`src/hw/dpgpw_params.svh`:
```
// Register indices, field positions, masks and reset values for the dual-port GPIO block.
`ifndef DPGPW_PARAMS_SVH
`define DPGPW_PARAMS_SVH

`define DPGPW_IDX_PA_DATA   4'h0
`define DPGPW_IDX_PA_DIR    4'h1
`define DPGPW_IDX_PA_PU     4'h2
`define DPGPW_IDX_PA_WAKE   4'h3
`define DPGPW_IDX_PB_DATA   4'h4
`define DPGPW_IDX_PB_DIR    4'h5
`define DPGPW_IDX_PB_PU     4'h6
`define DPGPW_IDX_STRONG_PULLUP_SELECT      4'h7
`define DPGPW_IDX_SRC_CUR   4'h8

`define DPGPW_PA_MASK       8'hFB
`define DPGPW_PA_DATA_MASK  8'hFF
`define DPGPW_PB_MASK       8'h3F
`define DPGPW_STRONG_PULLUP_SELECT_MASK     8'h01
`define DPGPW_STRONG_PULLUP_SELECT_BIT      0

`define DPGPW_DIR_RESET     8'hFF
`define DPGPW_ZERO_RESET    8'h00

`define DPGPW_SC_PA_LO      1:0
`define DPGPW_SC_PA_HI      3:2
`define DPGPW_SC_PB_LO      5:4
`define DPGPW_SC_PB_HI      7:6

`define DPGPW_NO_PULL_PIN   2

`endif

```
`src/hw/dpgpw_pkg.sv`:
```
// Types shared by the dual-port GPIO block.
package dpgpw_pkg;
  typedef enum logic [1:0] {
    DPGPW_FN_GPIO_IN  = 2'b00,
    DPGPW_FN_GPIO_OUT = 2'b01,
    DPGPW_FN_OPEN_DRN = 2'b10,
    DPGPW_FN_OTHER    = 2'b11
  } dpgpw_fn_t;
  typedef logic [1:0] dpgpw_level_t;
endpackage : dpgpw_pkg

```
`src/hw/dpgpw_pull.sv`:
```
// Pull-up gating for one port.
`timescale 1ns/10ps
`include "dpgpw_params.svh"
module dpgpw_pull #(
  parameter int          N    = 8,
  parameter logic [7:0]  MASK = 8'hFF
) (
  // Configuration
  input  wire logic [N-1:0]   pu_en,
  input  wire logic [2*N-1:0] fn_sel,
  // Result
  output logic      [N-1:0]   pull_on
);
  genvar i;
  generate
    for (i = 0; i < N; i++) begin : g_pin
      dpgpw_pkg::dpgpw_fn_t f;
      assign f = dpgpw_pkg::dpgpw_fn_t'(fn_sel[2*i+1:2*i]);
      // Only digital input and open-drain may carry a pull-up.
      assign pull_on[i] = pu_en[i] & MASK[i] &
                          ((f == dpgpw_pkg::DPGPW_FN_GPIO_IN) |
                           (f == dpgpw_pkg::DPGPW_FN_OPEN_DRN));
    end
  endgenerate
endmodule : dpgpw_pull

```
`src/hw/dpgpw_wake.sv`:
```
// Falling-edge wake detection on port A.
`timescale 1ns/10ps
`include "dpgpw_params.svh"
module dpgpw_wake (
  // Clock and reset
  input  wire logic       clk,
  input  wire logic       rst,
  // Pins and configuration
  input  wire logic [7:0] pin_in,
  input  wire logic [7:0] wake_en,
  input  wire logic [7:0] is_input,
  input  wire logic       halted,
  // Event
  output logic            wake_req
);
  logic [7:0] prev_reg;
  logic [7:0] fall;
  always_ff @(posedge clk) begin
    if (rst) begin
      prev_reg <= 8'hFF;
    end else begin
      prev_reg <= pin_in;
    end
  end
  // Pin 2 has no wake path; other pins need input mode and a halted core.
  assign fall = prev_reg & ~pin_in & wake_en & is_input & `DPGPW_PA_MASK;
  always_ff @(posedge clk) begin
    if (rst) begin
      wake_req <= 1'b0;
    end else begin
      wake_req <= halted & (|fall);
    end
  end
endmodule : dpgpw_wake

```
`src/hw/dpgpw_top.sv`:
```
// Dual-port GPIO with pull-ups, wake-up and source-current select.
// Contract
// - Port reads take the live pin level of input pins in the read cycle, not latched.
// - Written data sits in an output latch until software writes again.
// - Unimplemented bits in data, direction, pull-up, low-voltage registers read zero.
// - Pull-up bit 0 turns weak pull-up off, 1 turns it on, per pin.
// - Pull-up acts only for digital input or open-drain function.
// - Port A pin 2 has no pull-up and no wake-up.
// - One select bit picks weak (0) or strong (1) pull-up for enabled pins.
// - In sleep or idle, a falling edge on wake-enabled port A pin wakes core.
// - Wake honoured only for general-purpose inputs while core is halted.
// - Port A wake register has one enable bit per pin, bits 7 to 0 except bit 2.
// - Direction bit 0 gives push-pull output, 1 gives input, changeable anytime.
// - Reading an output pin returns the output latch, not the pin.
// - Source-current register holds 2-bit levels; bits 7~6 drive port B pins 5,4.
// - Bits 3~2 drive port A pins 7-4, bits 1~0 port A pins 3-0.
// - Two ports, A with 8 pins and B with 6, each pin in and out except port A pin 2, output only.
// - Pull-up, wake, low-voltage select and source-current reset to zero.
`timescale 1ns/10ps
`include "dpgpw_params.svh"
module dpgpw_top (
  // Clock and reset
  input  wire logic        clk,
  input  wire logic        rst,
  // Core data-memory access
  input  wire logic [3:0]  reg_addr,
  input  wire logic        reg_wr,
  input  wire logic        reg_rd,
  input  wire logic [7:0]  reg_wdata,
  output logic      [7:0]  reg_rdata,
  // Core power state and pin-shared selection
  input  wire logic        core_halted,
  input  wire logic [15:0] pa_fn_sel,
  input  wire logic [11:0] pb_fn_sel,
  output logic             wake_req,
  // Port A pins
  input  wire logic [7:0]  pa_in,
  output logic      [7:0]  pa_out,
  output logic      [7:0]  pa_oe,
  output logic      [7:0]  pa_pull_en,
  // Port B pins
  input  wire logic [5:0]  pb_in,
  output logic      [5:0]  pb_out,
  output logic      [5:0]  pb_oe,
  output logic      [5:0]  pb_pull_en,
  // Analog controls
  output logic             pull_strong,
  output logic      [1:0]  src_pa_lo,
  output logic      [1:0]  src_pa_hi,
  output logic      [1:0]  src_pb_lo,
  output logic      [1:0]  src_pb_hi
);
  logic [7:0] pa_data_reg;
  logic [7:0] pa_dir_reg;
  logic [7:0] pa_pu_reg;
  logic [7:0] pa_wake_reg;
  logic [5:0] pb_data_reg;
  logic [5:0] pb_dir_reg;
  logic [5:0] pb_pu_reg;
  logic       strong_pullup_select_reg;
  logic [7:0] src_reg;
  logic [7:0] rdata_next;
  logic [7:0] pa_pull_c;
  logic [5:0] pb_pull_c;
  logic       wake_c;
  logic [7:0] pa_gpin_c;
  logic [7:0] pa_view_c;

  // Mixes latch and pin per bit: input pins show the pin, output pins the latch.
  function automatic logic [7:0] port_view(input logic [7:0] dir, input logic [7:0] latch,
                                           input logic [7:0] pins, input logic [7:0] mask);
    port_view = ((dir & pins) | (~dir & latch)) & mask;
  endfunction : port_view

  function automatic logic hit(input logic [3:0] idx);
    hit = reg_wr && (reg_addr == idx);
  endfunction : hit

  always_ff @(posedge clk) begin
    if (rst) begin
      pa_data_reg <= `DPGPW_ZERO_RESET;
      pb_data_reg <= 6'h00;
    end else begin
      if (hit(`DPGPW_IDX_PA_DATA)) begin
        pa_data_reg <= reg_wdata;
      end
      if (hit(`DPGPW_IDX_PB_DATA)) begin
        pb_data_reg <= reg_wdata[5:0];
      end
    end
  end

  always_ff @(posedge clk) begin
    if (rst) begin
      pa_dir_reg <= `DPGPW_DIR_RESET & `DPGPW_PA_MASK;
      pb_dir_reg <= 6'h3F;
    end else begin
      if (hit(`DPGPW_IDX_PA_DIR)) begin
        pa_dir_reg <= reg_wdata & `DPGPW_PA_MASK;
      end
      if (hit(`DPGPW_IDX_PB_DIR)) begin
        pb_dir_reg <= reg_wdata[5:0];
      end
    end
  end

  always_ff @(posedge clk) begin
    if (rst) begin
      pa_pu_reg   <= `DPGPW_ZERO_RESET;
      pb_pu_reg   <= 6'h00;
      pa_wake_reg <= `DPGPW_ZERO_RESET;
      strong_pullup_select_reg    <= 1'b0;
      src_reg     <= `DPGPW_ZERO_RESET;
    end else begin
      if (hit(`DPGPW_IDX_PA_PU)) begin
        pa_pu_reg <= reg_wdata & `DPGPW_PA_MASK;
      end
      if (hit(`DPGPW_IDX_PB_PU)) begin
        pb_pu_reg <= reg_wdata[5:0];
      end
      if (hit(`DPGPW_IDX_PA_WAKE)) begin
        pa_wake_reg <= reg_wdata & `DPGPW_PA_MASK;
      end
      if (hit(`DPGPW_IDX_STRONG_PULLUP_SELECT)) begin
        strong_pullup_select_reg <= reg_wdata[`DPGPW_STRONG_PULLUP_SELECT_BIT];
      end
      if (hit(`DPGPW_IDX_SRC_CUR)) begin
        src_reg <= reg_wdata;
      end
    end
  end

  // Read data is captured from live input pins and the output latch in the read cycle, never held from earlier.
  always_comb begin
    rdata_next = 8'h00;
    unique case (reg_addr)
      `DPGPW_IDX_PA_DATA: rdata_next = port_view(pa_dir_reg, pa_data_reg, pa_in,
                                                 `DPGPW_PA_DATA_MASK);
      `DPGPW_IDX_PA_DIR:  rdata_next = pa_dir_reg;
      `DPGPW_IDX_PA_PU:   rdata_next = pa_pu_reg;
      `DPGPW_IDX_PA_WAKE: rdata_next = pa_wake_reg;
      `DPGPW_IDX_PB_DATA: rdata_next = port_view({2'b00, pb_dir_reg}, {2'b00, pb_data_reg},
                                                 {2'b00, pb_in}, `DPGPW_PB_MASK);
      `DPGPW_IDX_PB_DIR:  rdata_next = {2'b00, pb_dir_reg};
      `DPGPW_IDX_PB_PU:   rdata_next = {2'b00, pb_pu_reg};
      `DPGPW_IDX_STRONG_PULLUP_SELECT:    rdata_next = {7'h00, strong_pullup_select_reg};
      `DPGPW_IDX_SRC_CUR: rdata_next = src_reg;
      default:            rdata_next = 8'h00;
    endcase
  end

  always_ff @(posedge clk) begin
    if (rst) begin
      reg_rdata <= 8'h00;
    end else if (reg_rd) begin
      reg_rdata <= rdata_next;
    end
  end

  dpgpw_pull #(.N(8), .MASK(`DPGPW_PA_MASK)) u_pull_a (
    .pu_en   (pa_pu_reg),
    .fn_sel  (pa_fn_sel),
    .pull_on (pa_pull_c)
  );

  dpgpw_pull #(.N(6), .MASK(8'h3F)) u_pull_b (
    .pu_en   (pb_pu_reg),
    .fn_sel  (pb_fn_sel),
    .pull_on (pb_pull_c)
  );

  // A pin handed to another function is no general-purpose input, so it cannot wake.
  for (genvar g = 0; g < 8; g++) begin : g_gpin
    assign pa_gpin_c[g] = pa_dir_reg[g] &
                          (pa_fn_sel[2*g+1:2*g] == dpgpw_pkg::DPGPW_FN_GPIO_IN);
  end

  // Expected port A read, built apart from the read mux so that its check is independent.
  assign pa_view_c = (pa_dir_reg & pa_in) | (~pa_dir_reg & pa_data_reg);

  dpgpw_wake u_wake (
    .clk      (clk),
    .rst      (rst),
    .pin_in   (pa_in),
    .wake_en  (pa_wake_reg),
    .is_input (pa_gpin_c),
    .halted   (core_halted),
    .wake_req (wake_c)
  );

  // Pin drivers are registered so outputs never glitch on decode changes.
  always_ff @(posedge clk) begin
    if (rst) begin
      pa_out     <= 8'h00;
      pa_oe      <= 8'h00;
      pb_out     <= 6'h00;
      pb_oe      <= 6'h00;
      pa_pull_en <= 8'h00;
      pb_pull_en <= 6'h00;
    end else begin
      pa_out     <= pa_data_reg;
      pa_oe      <= ~pa_dir_reg;
      pb_out     <= pb_data_reg;
      pb_oe      <= ~pb_dir_reg;
      pa_pull_en <= pa_pull_c;
      pb_pull_en <= pb_pull_c;
    end
  end

  always_ff @(posedge clk) begin
    if (rst) begin
      pull_strong <= 1'b0;
      src_pa_lo   <= 2'b00;
      src_pa_hi   <= 2'b00;
      src_pb_lo   <= 2'b00;
      src_pb_hi   <= 2'b00;
      wake_req    <= 1'b0;
    end else begin
      // Strength matters only where a pull-up is on, so gate it by any enabled pull.
      pull_strong <= strong_pullup_select_reg & ((|pa_pull_c) | (|pb_pull_c));
      src_pa_lo   <= src_reg[`DPGPW_SC_PA_LO];
      src_pa_hi   <= src_reg[`DPGPW_SC_PA_HI];
      src_pb_lo   <= src_reg[`DPGPW_SC_PB_LO];
      src_pb_hi   <= src_reg[`DPGPW_SC_PB_HI];
      wake_req    <= wake_c;
    end
  end

  property p_read_live;
    @(posedge clk) disable iff (rst)
      reg_rd && reg_addr == `DPGPW_IDX_PA_DATA |=> reg_rdata == $past(pa_view_c);
  endproperty
  a_read_live: assert property (p_read_live) else $error("port A read wrong");

  property p_latch_hold;
    @(posedge clk) disable iff (rst)
      !hit(`DPGPW_IDX_PA_DATA) |=> pa_data_reg == $past(pa_data_reg);
  endproperty
  a_latch_hold: assert property (p_latch_hold) else $error("latch changed");

  property p_pb_zero;
    @(posedge clk) disable iff (rst)
      reg_rd && reg_addr == `DPGPW_IDX_PB_DIR |=> reg_rdata[7:6] == 2'h0;
  endproperty
  a_pb_zero: assert property (p_pb_zero) else $error("unimplemented bits set");

  property p_pin2;
    @(posedge clk) disable iff (rst) !pa_pull_en[2] && !pa_wake_reg[2] && !pa_dir_reg[2];
  endproperty
  a_pin2: assert property (p_pin2) else $error("pin 2 has pull or wake");

  property p_pull_fn;
    @(posedge clk) disable iff (rst)
      pa_fn_sel[1:0] == 2'h3 || pa_fn_sel[1:0] == 2'h1 |=> !pa_pull_en[0];
  endproperty
  a_pull_fn: assert property (p_pull_fn) else $error("pull-up on wrong function");

  property p_wake;
    @(posedge clk) disable iff (rst) wake_req |-> $past(core_halted, 2);
  endproperty
  a_wake: assert property (p_wake) else $error("wake outside halt");

  property p_oe;
    @(posedge clk) disable iff (rst)
      hit(`DPGPW_IDX_PB_DIR) |=> ##1 pb_oe == ~$past(reg_wdata[5:0], 2);
  endproperty
  a_oe: assert property (p_oe) else $error("direction not applied");

  property p_src;
    @(posedge clk) disable iff (rst)
      hit(`DPGPW_IDX_SRC_CUR) |=> ##1 src_pb_hi == $past(reg_wdata[7:6], 2);
  endproperty
  a_src: assert property (p_src) else $error("source level wrong");

  property p_strong;
    @(posedge clk) disable iff (rst) pull_strong |-> $past(strong_pullup_select_reg);
  endproperty
  a_strong: assert property (p_strong) else $error("strong pull without select");

  property p_pa_oe;
    @(posedge clk) disable iff (rst)
      hit(`DPGPW_IDX_PA_DIR) |=> ##1 pa_oe == ~($past(reg_wdata, 2) & `DPGPW_PA_MASK);
  endproperty
  a_pa_oe: assert property (p_pa_oe) else $error("port A direction not applied");

  property p_pull_fn_b;
    @(posedge clk) disable iff (rst)
      pb_fn_sel[1:0] == 2'h3 || pb_fn_sel[1:0] == 2'h1 |=> !pb_pull_en[0];
  endproperty
  a_pull_fn_b: assert property (p_pull_fn_b) else $error("port B pull on wrong function");

  property p_strong_on;
    @(posedge clk) disable iff (rst)
      strong_pullup_select_reg && ((|pa_pull_c) || (|pb_pull_c)) |=> pull_strong;
  endproperty
  a_strong_on: assert property (p_strong_on) else $error("strong pull not applied");

  property p_src_pa;
    @(posedge clk) disable iff (rst)
      hit(`DPGPW_IDX_SRC_CUR) |=> ##1 {src_pa_hi, src_pa_lo} == $past(reg_wdata[3:0], 2);
  endproperty
  a_src_pa: assert property (p_src_pa) else $error("port A source level wrong");

  property p_dir_reset;
    @(posedge clk)
      rst |=> pa_dir_reg == (`DPGPW_DIR_RESET & `DPGPW_PA_MASK) && pb_dir_reg == 6'h3F;
  endproperty
  a_dir_reset: assert property (p_dir_reset) else $error("direction reset wrong");

  property p_zero_reset;
    @(posedge clk)
      rst |=> pa_pu_reg == 8'h00 && pb_pu_reg == 6'h00 && pa_wake_reg == 8'h00 &&
              !strong_pullup_select_reg && src_reg == 8'h00;
  endproperty
  a_zero_reset: assert property (p_zero_reset) else $error("control reset wrong");

  c_wake:  cover property (@(posedge clk) disable iff (rst) wake_req);
  c_read:  cover property (@(posedge clk) disable iff (rst)
                           reg_rd && reg_addr == 4'h0 && pa_dir_reg != 8'h00);
  c_pull:  cover property (@(posedge clk) disable iff (rst) pull_strong);
  c_pull_fn: cover property (@(posedge clk) disable iff (rst) pa_pull_c != pa_pu_reg);
endmodule : dpgpw_top

```
`config.mk`:
```
export PLATFORM = sky130hd
export DESIGN_NAME = dpgpw_top
export DESIGN_NICKNAME = d
export VERILOG_FILES = /design/src/hw/dpgpw_pkg.sv /design/src/hw/dpgpw_pull.sv /design/src/hw/dpgpw_wake.sv /design/src/hw/dpgpw_top.sv
export VERILOG_INCLUDE_DIRS = /design/src /design/src/hw
export SDC_FILE = /design/constraint.sdc
export NUM_CORES = 1
export LEC_CHECK = 0
export BUFFER_PORTS_ARGS = -buffer_cell sky130_fd_sc_hd__clkbuf_2
export CAP_MARGIN = 15
export CORE_MARGIN = 2
export CORE_UTILIZATION = 45
export CTS_CLUSTER_DIAMETER = 150
export DETAILED_ROUTE_END_ITERATION = 8
export GPL_ROUTABILITY_DRIVEN = 0
export PLACE_DENSITY = 0.69
export SYNTH_ARGS = -nofsm -noshare
export SYNTH_HDL_FRONTEND = slang
export SYNTH_SLANG_ARGS = --single-unit
```
`constraint.sdc`:
```
create_clock -name clk -period 1.8 [get_ports clk]
set_input_delay 0.18 -clock clk [delete_from_list [all_inputs] [get_ports clk]]
set_output_delay 0.18 -clock clk [all_outputs]
set_load 0.01 [all_outputs]
```
==> metrics, run 1 <==
cell chosen for the clock root=sky130_fd_sc_hd__clkbuf_8; Layout Cells excl Fill=775; share of synthesized flip-flops with an asynchronous set or reset=0%; Post-DP HPWL=9109 um; H-tree depth reported by CTS=4; standby leakage power=2.990 nW; cell total after placement=720; top routing layer in use=met4; part of the total power dissipated in combinational logic=6.6%; I/O pins=around 120; switching power total=1.499 mW; depth of the worst register-to-register path=4; Clock Latency Late Sink=0.51 ns; leading cell types in the layout, fill and taps excluded=sky130_fd_sc_hd__dfxtp_1, sky130_fd_sc_hd__clkbuf_2, sky130_fd_sc_hd__nor2_1; register-to-register setup slack=0.30 ns; endpoints failing hold=0; endpoints failing setup=0; starting density of the core=46.14%; required time of the critical path=between 2 and 2.5 ns; Clock Skews=0.01021 ns; number of input and output port buffers inserted=108; Worst Tran Pin Value=between 0.7 and 0.8 ns; total length of routed met2 wires=between 5000 and 6000 um; number of pins with negative max-slew slack in the final report=0; buffers from clock root to sink, at most=2; CTS tree=done; number of buffers inserted during clock tree synthesis=17; die height=106.9 um; aggregate negative setup slack=0 ns; combined global-route utilization of all metal layers=23.14%; Routed wire per std cell=16.51 um; Seq cells post-synth=123; drt via density=5.254; via count of the first global-routing pass=roughly 3.9k; die area=11,420 um2; crit share post-route=83.57%; Max IR drop VDD=0.5040 mV; Hold Path Sink=pa_pull_en[6]; Reg2Reg Launch Point=pa_data_reg[4]; final critical-path required period=roughly 1.5 ns; antenna violations before repair=0; switching share of power=around a quarter; number of optimization iterations in the first detailed-route pass=5; Remaining Overflow, GRT=0; class of the worst hold path=in -> reg; WL met3=969 um; largest net degree at the start of global routing=55; result of the run=complete, no violations; remaining number of nets flagged by the antenna check after routing=0; width of the die=roughly 110 um; clock network fraction of design power=49.8%; part of the power in registers=between 40 and 50%; Hold Path Stages=3; count of synthesis-stage warnings from yosys=0; hold path startpoint=pa_fn_sel[12]; core occupancy in the finished layout=around 61%; antenna cell count=0; EDFF count, synth=0; RSZ-0062 raised after global routing=no; clock-pin slew on the worst setup and hold paths=roughly 0.060 ns; highest clock frequency the design can meet=0.6648 GHz; share of post-route cells with drive strength above 1=28.48%; sequential area share after synthesis=51.69%; commonest register cell after synthesis=sky130_fd_sc_hd__dfxtp_1; critical path capture point type=register; crit path max fanout=3; global-route wire length before repair=20,200 um; arrival time at the worst endpoint=1.94 ns; cell internal power dissipation=4.896 mW; kind of start point of the critical path=register; area growth from synthesis to layout=31.60%; tightest slew margin relative to the limit=51.22%; synthesized area divided by synthesized cell count=9.721 um2; type of the setup path with the least slack=reg -> reg; count of cell types in the netlist=60; Layout Nets=roughly 690; netlist area before placement=4763 um2; number of remaining DRC errors=0; gate count of the mapped netlist=490; DR iter-0 viols=between 300 and 400; placeable core region=10,320 um2; Post-CTS Resized=0; Post-Route M1 WL=5608 um; std cell rows=37; # clock sinks=123; Reg-to-Reg End=reg_rdata[4]; via count of the routed design=4,072; net count after synthesis=549; number of max-cap violations=0; ratio of total power to cell area=1020 nW/um2; detailed-route wire length=12,800 um; commonest non-fill, non-tap cell in the layout=sky130_fd_sc_hd__dfxtp_1
repair_timing:
action	CTS	global route
hold endpoints to repair	25	0
hold buffers	23	0
setup buffers	0	0
critical path, stage by stage, from the launching register on:
cell	delay (ns)
sky130_fd_sc_hd__dfxtp_1	0.34
sky130_fd_sc_hd__or3b_1	0.39
sky130_fd_sc_hd__a2111oi_0	0.42
sky130_fd_sc_hd__a2111oi_0	0.14
sky130_fd_sc_hd__o21ai_1	0.13
metrics by stage:
stage	setup slack, ns	hold WS [ns]	total power [mW]	instance area, um2
global route	0.2097	0.02042	6.609	6269
CTS	0.3196	0.01901	6.433	6269
detailed placement	0.1821	0.3893	3.221	5469
floorplan	0.4208	0.2568	3.062	4763
finish	0.2958	0.04013	6.395	6269
global placement	0.2219	0.3832	3.214	5469
synth_stat cells (4+ instances only):
cell | n | area (um2)
sky130_fd_sc_hd__nand2_1 | 35 | 131.4
sky130_fd_sc_hd__clkbuf_1 | 18 | 67.56
sky130_fd_sc_hd__o21ai_0 | 7 | 35.03
sky130_fd_sc_hd__and3b_1 | 4 | 35.03
sky130_fd_sc_hd__nand3_1 | 25 | 125.1
sky130_fd_sc_hd__and2_1 | 5 | 31.28
sky130_fd_sc_hd__nor4b_1 | 7 | 61.31
sky130_fd_sc_hd__mux2_2 | 4 | 45.04
sky130_fd_sc_hd__mux2i_1 | 59 | 590.6
sky130_fd_sc_hd__or2_2 | 7 | 43.79
sky130_fd_sc_hd__nand4_1 | 4 | 25.02
sky130_fd_sc_hd__nor2b_1 | 29 | 181.4
sky130_fd_sc_hd__dfxtp_1 | 123 | 2462
sky130_fd_sc_hd__buf_2 | 10 | 50.05
sky130_fd_sc_hd__nand2b_1 | 8 | 50.05
sky130_fd_sc_hd__inv_1 | 8 | 30.03
sky130_fd_sc_hd__nor2_1 | 64 | 240.2
sky130_fd_sc_hd__o211ai_1 | 7 | 52.55
sky130_fd_sc_hd__nor3_1 | 5 | 25.02
metal layers:
metal	vias up	GRT usage [%]
met1	1895	30.58
met3	25	5.410
li1	1971	-
met4	0	8.534
met5	-	0
met2	181	36.94
area by class of cell:
| cell class | count | area, um2 |
|---|---|---|
| clock buffer | 20 | 455.4 |
| clock inverter | 12 | 113.9 |
| fill | 892 | 4055 |
| inverter | 9 | 33.78 |
| multi-input combinational | 325 | 2120 |
| sequential | 123 | 2462 |
| tap | 136 | 170.2 |
| timing repair buffer | 150 | 913.4 |
cells by family after synthesis:
family / synth area share [%]
flip-flops: 51.69
other: 0.07873
AND/OR/NAND/NOR: 23.43
buffers and inverters: 3.809
multiplexers: 13.58
AO/OA/AOI/OAI: 7.407
power groups by stage:
| stage | Clock [mW] | Combinational [mW] | Sequential [mW] |
|---|---|---|---|
| floorplan | 0 | 0.216 | 2.85 |
| global placement | 0 | 0.369 | 2.85 |
| detailed placement | 0 | 0.375 | 2.85 |
| CTS | 3.23 | 0.416 | 2.79 |
| global route | 3.37 | 0.452 | 2.79 |
| finish | 3.19 | 0.419 | 2.79 |
worst max path at each step:
stage,from,slack (ns),end,depth (start not counted)
6_report,pa_data_reg[4],0.30,reg_rdata[4],4
3_3_place_gp,reg_addr[1],0.22,pb_pu_reg[5],5
4_1_cts,pa_data_reg[4],0.32,reg_rdata[4],4
3_5_place_dp,reg_addr[0],0.18,reg_rdata[3],7
2_1_floorplan,reg_addr[0],0.42,reg_rdata[1],5
5_1_grt,pa_data_reg[4],0.21,reg_rdata[4],4
Power figures use the tool's default switching activity.
==> run 2, diff against run 1 <==
- PLACE_DENSITY: 0.69 -> 0.72
- clock period: 1.8 -> 1.27 ns (I/O delays scaled with it)
==> run 2 against run 1 <==
The run now ends with setup timing left. Clock power is 42% higher. Critical path depth did not move. Fmax rose by 8.6%. Hold slack got worse by 0.031 ns. Total power rose by 44%. Register-to-register slack got worse by 0.41 ns. Routed wire length is 8.9% higher. Global-route usage increased by 1.4 points. Worst setup slack worse by 0.41 ns. First-iteration DRC count up 6.8%. Cell area is 6.6% higher. Largest cell class unchanged. Largest power group unchanged. Highest routed layer unchanged.
==> metrics, run 2 (synthesis results as in run 1) <==
result of the run=finished with violations; failing checks=setup timing; core occupancy in the finished layout=64.72%; I/O pins=119; type of the setup path with the least slack=reg -> reg; CTS tree=done; depth of the worst register-to-register path=4; Reg-to-Reg End=reg_rdata[0]; Clock Latency Late Sink=0.52 ns; Layout Cells excl Fill=just over 800; crit share post-route=109.0%; highest clock frequency the design can meet=0.7222 GHz; clock-pin slew on the worst setup and hold paths=0.06 ns; area growth from synthesis to layout=40.27%; first element of the critical path=src_reg[0]; final design instance area without fill=6681 um2; worst hold margin=0.008822 ns; register-to-register setup slack=-0.11 ns; sum of internal, switching and leakage power=about 9 mW; cell total after placement=758; via count of the routed design=between 4k and 5k; arrival time at the worst endpoint=1.82 ns; required time of the critical path=about 1.7 ns; antenna violations before repair=0; number of remaining DRC errors=0; # clock sinks=123; clock network fraction of design power=49.4%; crit path max fanout=3; cell chosen for the clock root=sky130_fd_sc_hd__clkbuf_8; aggregate negative setup slack=-0.2042 ns; RSZ-0062 raised after global routing=yes; largest net degree at the start of global routing=70; Post-DP HPWL=9713 um; placeable core region=~10,000 um2; part of the power in registers=43.1%; cell internal power dissipation=7.028 mW; width of the die=106.9 um; standby leakage power=~3.2 nW; number of input and output port buffers inserted=108; Worst Setup Slack, final=-0.1146 ns; leading cell types in the layout, fill and taps excluded=sky130_fd_sc_hd__dfxtp_1, sky130_fd_sc_hd__clkbuf_2, sky130_fd_sc_hd__nor2_1; Layout Nets=725; number of optimization iterations in the first detailed-route pass=5; number of buffers inserted during clock tree synthesis=17; Routed wire per std cell=17.09 um; Hold Path Stages=4; Max IR drop VDD=0.8149 mV; instance area at placement=5779 um2; number of pins with negative max-slew slack in the final report=0; switching power total=2.149 mW; endpoints failing hold=0; drt via density=5.384; buffers from clock root to sink, at most=2; starting density of the core=about 46%; class of the worst hold path=in -> reg; critical path capture point type=register; ratio of total power to cell area=1374 nW/um2; die height=106.9 um; combined global-route utilization of all metal layers=24.51%; number of max-cap violations=0; Reg2Reg Launch Point=src_reg[0]; worst slack, placed=-0.2800 ns; timing endpoint of the critical path=reg_rdata[0]; via count of the first global-routing pass=4,296; detailed-route wire length=about 14,000 um; global-route wire length before repair=around 22,000 um; final critical-path required period=1.385 ns; std cell rows=37; antenna cell count=0; DR iter-0 viols=360; commonest non-fill, non-tap cell in the layout=sky130_fd_sc_hd__dfxtp_1; endpoints failing setup=3; remaining number of nets flagged by the antenna check after routing=0; switching share of power=23.42%; fill count=around 850; Clock Skews=0.007454 ns; H-tree depth reported by CTS=4; post-CTS setup buffer count=0; part of the total power dissipated in combinational logic=~7.6%; Remaining Overflow, GRT=0; share of post-route cells with drive strength above 1=between 30% and 40%; kind of start point of the critical path=register; die area=11,420 um2
## run 2: layer usage
layer  vias up  GRT usage, %  share of wire (%)
met5         -             0                  0
met2       232         39.13                 46
met1      2068         30.92                 43
li1       2049             -                  -
met4         0         9.926                2.6
met3        39         7.477                7.9
## run 2: area by class of cell
cell class	instances	area (um2)	area share, %
sequential	123	2472	37.00
multi-input combinational	325	2206	33.02
timing repair buffer	190	1235	18.48
clock buffer	22	473.0	7.079
tap	136	170.2	2.547
clock inverter	10	91.34	1.367
inverter	9	33.78	0.5056
## run 2: power by group through the flow
stage	clock network (mW)	registers [mW]	logic, mW
5_1_grt	4.76	3.95	0.742
3_3_place_gp	0	4.03	0.585
4_1_cts	4.56	3.95	0.676
6_report	4.53	3.95	0.697
3_5_place_dp	0	4.03	0.595
2_1_floorplan	0	4.03	0.310
## run 2: worst max-delay path, cell delays in order (launching register included)
cell                       delay (ns)
sky130_fd_sc_hd__dfxtp_1         0.39
sky130_fd_sc_hd__nor4bb_1        0.35
sky130_fd_sc_hd__a31oi_1         0.11
sky130_fd_sc_hd__o221a_2         0.28
sky130_fd_sc_hd__o211ai_1        0.17
## run 2: timing repair
action | CTS | global route
hold buffers | 25 | 0
endpoints found under the hold margin | 37 | 0
pin swaps | 5 | 2
setup endpoints to repair | 4 | 7
cloned | 0 | 0
gates resized for setup | 16 | 8
## run 2: worst min path at each step
stage / startpoint / slack [ns] / to
2_1_floorplan: pa_fn_sel[0] / 0.20 / pa_pull_en[0]
5_1_grt: reg_wdata[5] / 0.02 / pb_dir_reg[5]
3_5_place_dp: pa_fn_sel[2] / 0.33 / pa_pull_en[1]
4_1_cts: reg_wdata[3] / 0.0007 / pa_dir_reg[3]
6_report: reg_rd / 0.009 / reg_rdata[6]
3_3_place_gp: pa_fn_sel[2] / 0.33 / pa_pull_en[1]
==> run 3, diff against run 2 <==
- SYNTH_HIERARCHICAL: unset -> 1
==> run 3 against run 2 <==
The run still ends with setup timing left. Clock skew increased by 0.0024 ns. Synthesized cell count grew 1.8%. First-iteration DRC count shrank 24%. Die area is 4.3% higher. Fmax grew 3.1%. Flip-flop and latch count is 1 higher. Worst setup slack improved by 0.041 ns. Register-to-register slack better by 0.04 ns.
==> metrics, run 3 <==
critical path capture point type=register; std cell rows=38; count of synthesis-stage warnings from yosys=6; Worst Tran Pin Value=0.6432 ns; die area=roughly 12,000 um2; DR iter-0 viols=approximately 270; worst hold margin=0.03467 ns; Clock Latency Late Sink=around 0.53 ns; # clock sinks=124; first element of the critical path=pb_pu_reg[1]; Post-DP HPWL=10,320 um; final critical-path required period=approximately 1.3 ns; timing endpoint of the critical path=reg_rdata[1]; synthesized area divided by synthesized cell count=9.969 um2; Layout Cells excl Fill=845; Max IR drop VDD=about 0.75 mV; aggregate negative setup slack=-0.1514 ns; buffers from clock root to sink, at most=2; remaining number of nets flagged by the antenna check after routing=0; number of buffers inserted during clock tree synthesis=17; kind of start point of the critical path=register; number of max-cap violations=0; width of the die=109.1 um; number of input and output port buffers inserted=109; depth of the worst register-to-register path=4; global-route wire length before repair=around 23,000 um; register-to-register setup slack=-0.07 ns; worst slack, placed=-0.2451 ns; via count of the routed design=4,419; starting density of the core=46.09%; antenna cell count=0; combined global-route utilization of all metal layers=25.69%; gate count of the mapped netlist=499; net count after synthesis=558; H-tree depth reported by CTS=4; result of the run=finished with violations; tightest slew margin relative to the limit=56.96%; drt via density=5.230; Reg-to-Reg End=reg_rdata[1]; CTS tree=done; area growth from synthesis to layout=42.18%; largest net degree at the start of global routing=between 50 and 60; Worst Setup Slack, final=-0.07356 ns; antenna violations before repair=0; ratio of total power to cell area=1365 nW/um2; share of post-route cells with drive strength above 1=38.72%; number of remaining DRC errors=0; RSZ-0062 raised after global routing=yes; Remaining Overflow, GRT=0; leading cell types in the layout, fill and taps excluded=sky130_fd_sc_hd__dfxtp_1, sky130_fd_sc_hd__clkbuf_2, sky130_fd_sc_hd__buf_4; via count of the first global-routing pass=4,288; Clock Skews=0.009888 ns; crit path max fanout=2; commonest non-fill, non-tap cell in the layout=sky130_fd_sc_hd__dfxtp_1; placeable core region=10,790 um2; arrival time at the worst endpoint=1.76 ns; Reg2Reg Launch Point=pb_pu_reg[1]; netlist area before placement=4975 um2; crit share post-route=105.8%; cell chosen for the clock root=sky130_fd_sc_hd__clkbuf_8; type of the setup path with the least slack=reg -> reg; Routed wire per std cell=17.46 um; detailed-route wire length=between 10,000 and 15,000 um; Layout Nets=between 700 and 800; clock-pin slew on the worst setup and hold paths=roughly 0.060 ns; standby leakage power=roughly 3.1 nW; fill count=about 850; endpoints failing setup=4; class of the worst hold path=in -> reg; endpoints failing hold=0; highest clock frequency the design can meet=0.7443 GHz; failing checks=setup timing; cell total after placement=783; number of pins with negative max-slew slack in the final report=0; I/O pins=119; die height=approximately 110 um; required time of the critical path=1.69 ns; number of optimization iterations in the first detailed-route pass=5
==> run 3: changes by cell type in the layout (fill, tap and decap cells not counted), moves of 7 or more <==
cell                       change
sky130_fd_sc_hd__o211ai_1      -7
sky130_fd_sc_hd__mux2i_1      -11
sky130_fd_sc_hd__buf_4        +13
sky130_fd_sc_hd__nor2_1        -7
sky130_fd_sc_hd__nor4b_1       -7
sky130_fd_sc_hd__nor2b_1      +16
sky130_fd_sc_hd__nand4b_1      +8
sky130_fd_sc_hd__a21oi_1      +11
sky130_fd_sc_hd__nor2b_4      +14
sky130_fd_sc_hd__inv_1         -7
==> run 3: timing repair <==
item                       in CTS  in global routing
hold endpoints to repair       37                  0
resized for setup              16                 19
hold buffers                   27                  0
setup endpoints to repair       7                  8
pin swaps                       3                 17
setup buffers                   1                  2
==> run 3: where the power goes <==
part | internal, mW | switching [mW]
clock network | 3.10 | 1.81
registers | 3.95 | 0.0363
logic | 0.362 | 0.405
==> run 3: layout make-up <==
type	count	area, um2	area share, %
inverter	1	3.754	0.05307
timing repair buffer	206	1366	19.32
clock buffer	19	441.7	6.244
multi-input combinational	342	2417	34.18
tap	140	175.2	2.477
sequential	124	2502	35.38
clock inverter	13	166.4	2.353
==> run 3: worst max-delay path: stages, from the launching register on <==
cell	delay, ns
sky130_fd_sc_hd__dfxtp_2	0.33
sky130_fd_sc_hd__nor2b_1	0.12
sky130_fd_sc_hd__mux4_2	0.48
sky130_fd_sc_hd__a221oi_2	0.22
sky130_fd_sc_hd__o21ai_1	0.08
==> run 3: through the flow <==
stage	utilization, %	total power, mW	instance area [um2]
3_5_place_dp	56.10	4.722	6055
4_1_cts	64.84	9.686	6998
3_3_place_gp	56.10	4.707	6055
2_1_floorplan	-	4.406	4982
6_report	65.53	9.656	7073
5_1_grt	65.53	9.967	7073
==> run 3: how the worst min path moves through the flow <==
stage / from / end / slack [ns] / cells past startpoint
floorplan: rst / u_wake/prev_reg[0] / 0.22 / 1
global placement: pa_in[7] / u_wake/prev_reg[7] / 0.34 / 2
global route: reg_wdata[4] / pa_dir_reg[4] / 0.03 / 3
finish: reg_wdata[4] / pa_dir_reg[4] / 0.03 / 3
detailed placement: pa_in[7] / u_wake/prev_reg[7] / 0.36 / 2
CTS: pa_fn_sel[9] / u_wake/wake_req / 0.0006 / 4
==> run 3: routing by layer <==
layer	part of all wire, %	track usage, %
met1	44	32.96
met4	2.1	9.432
met5	0	0
met3	6.3	5.918
met2	48	42.10
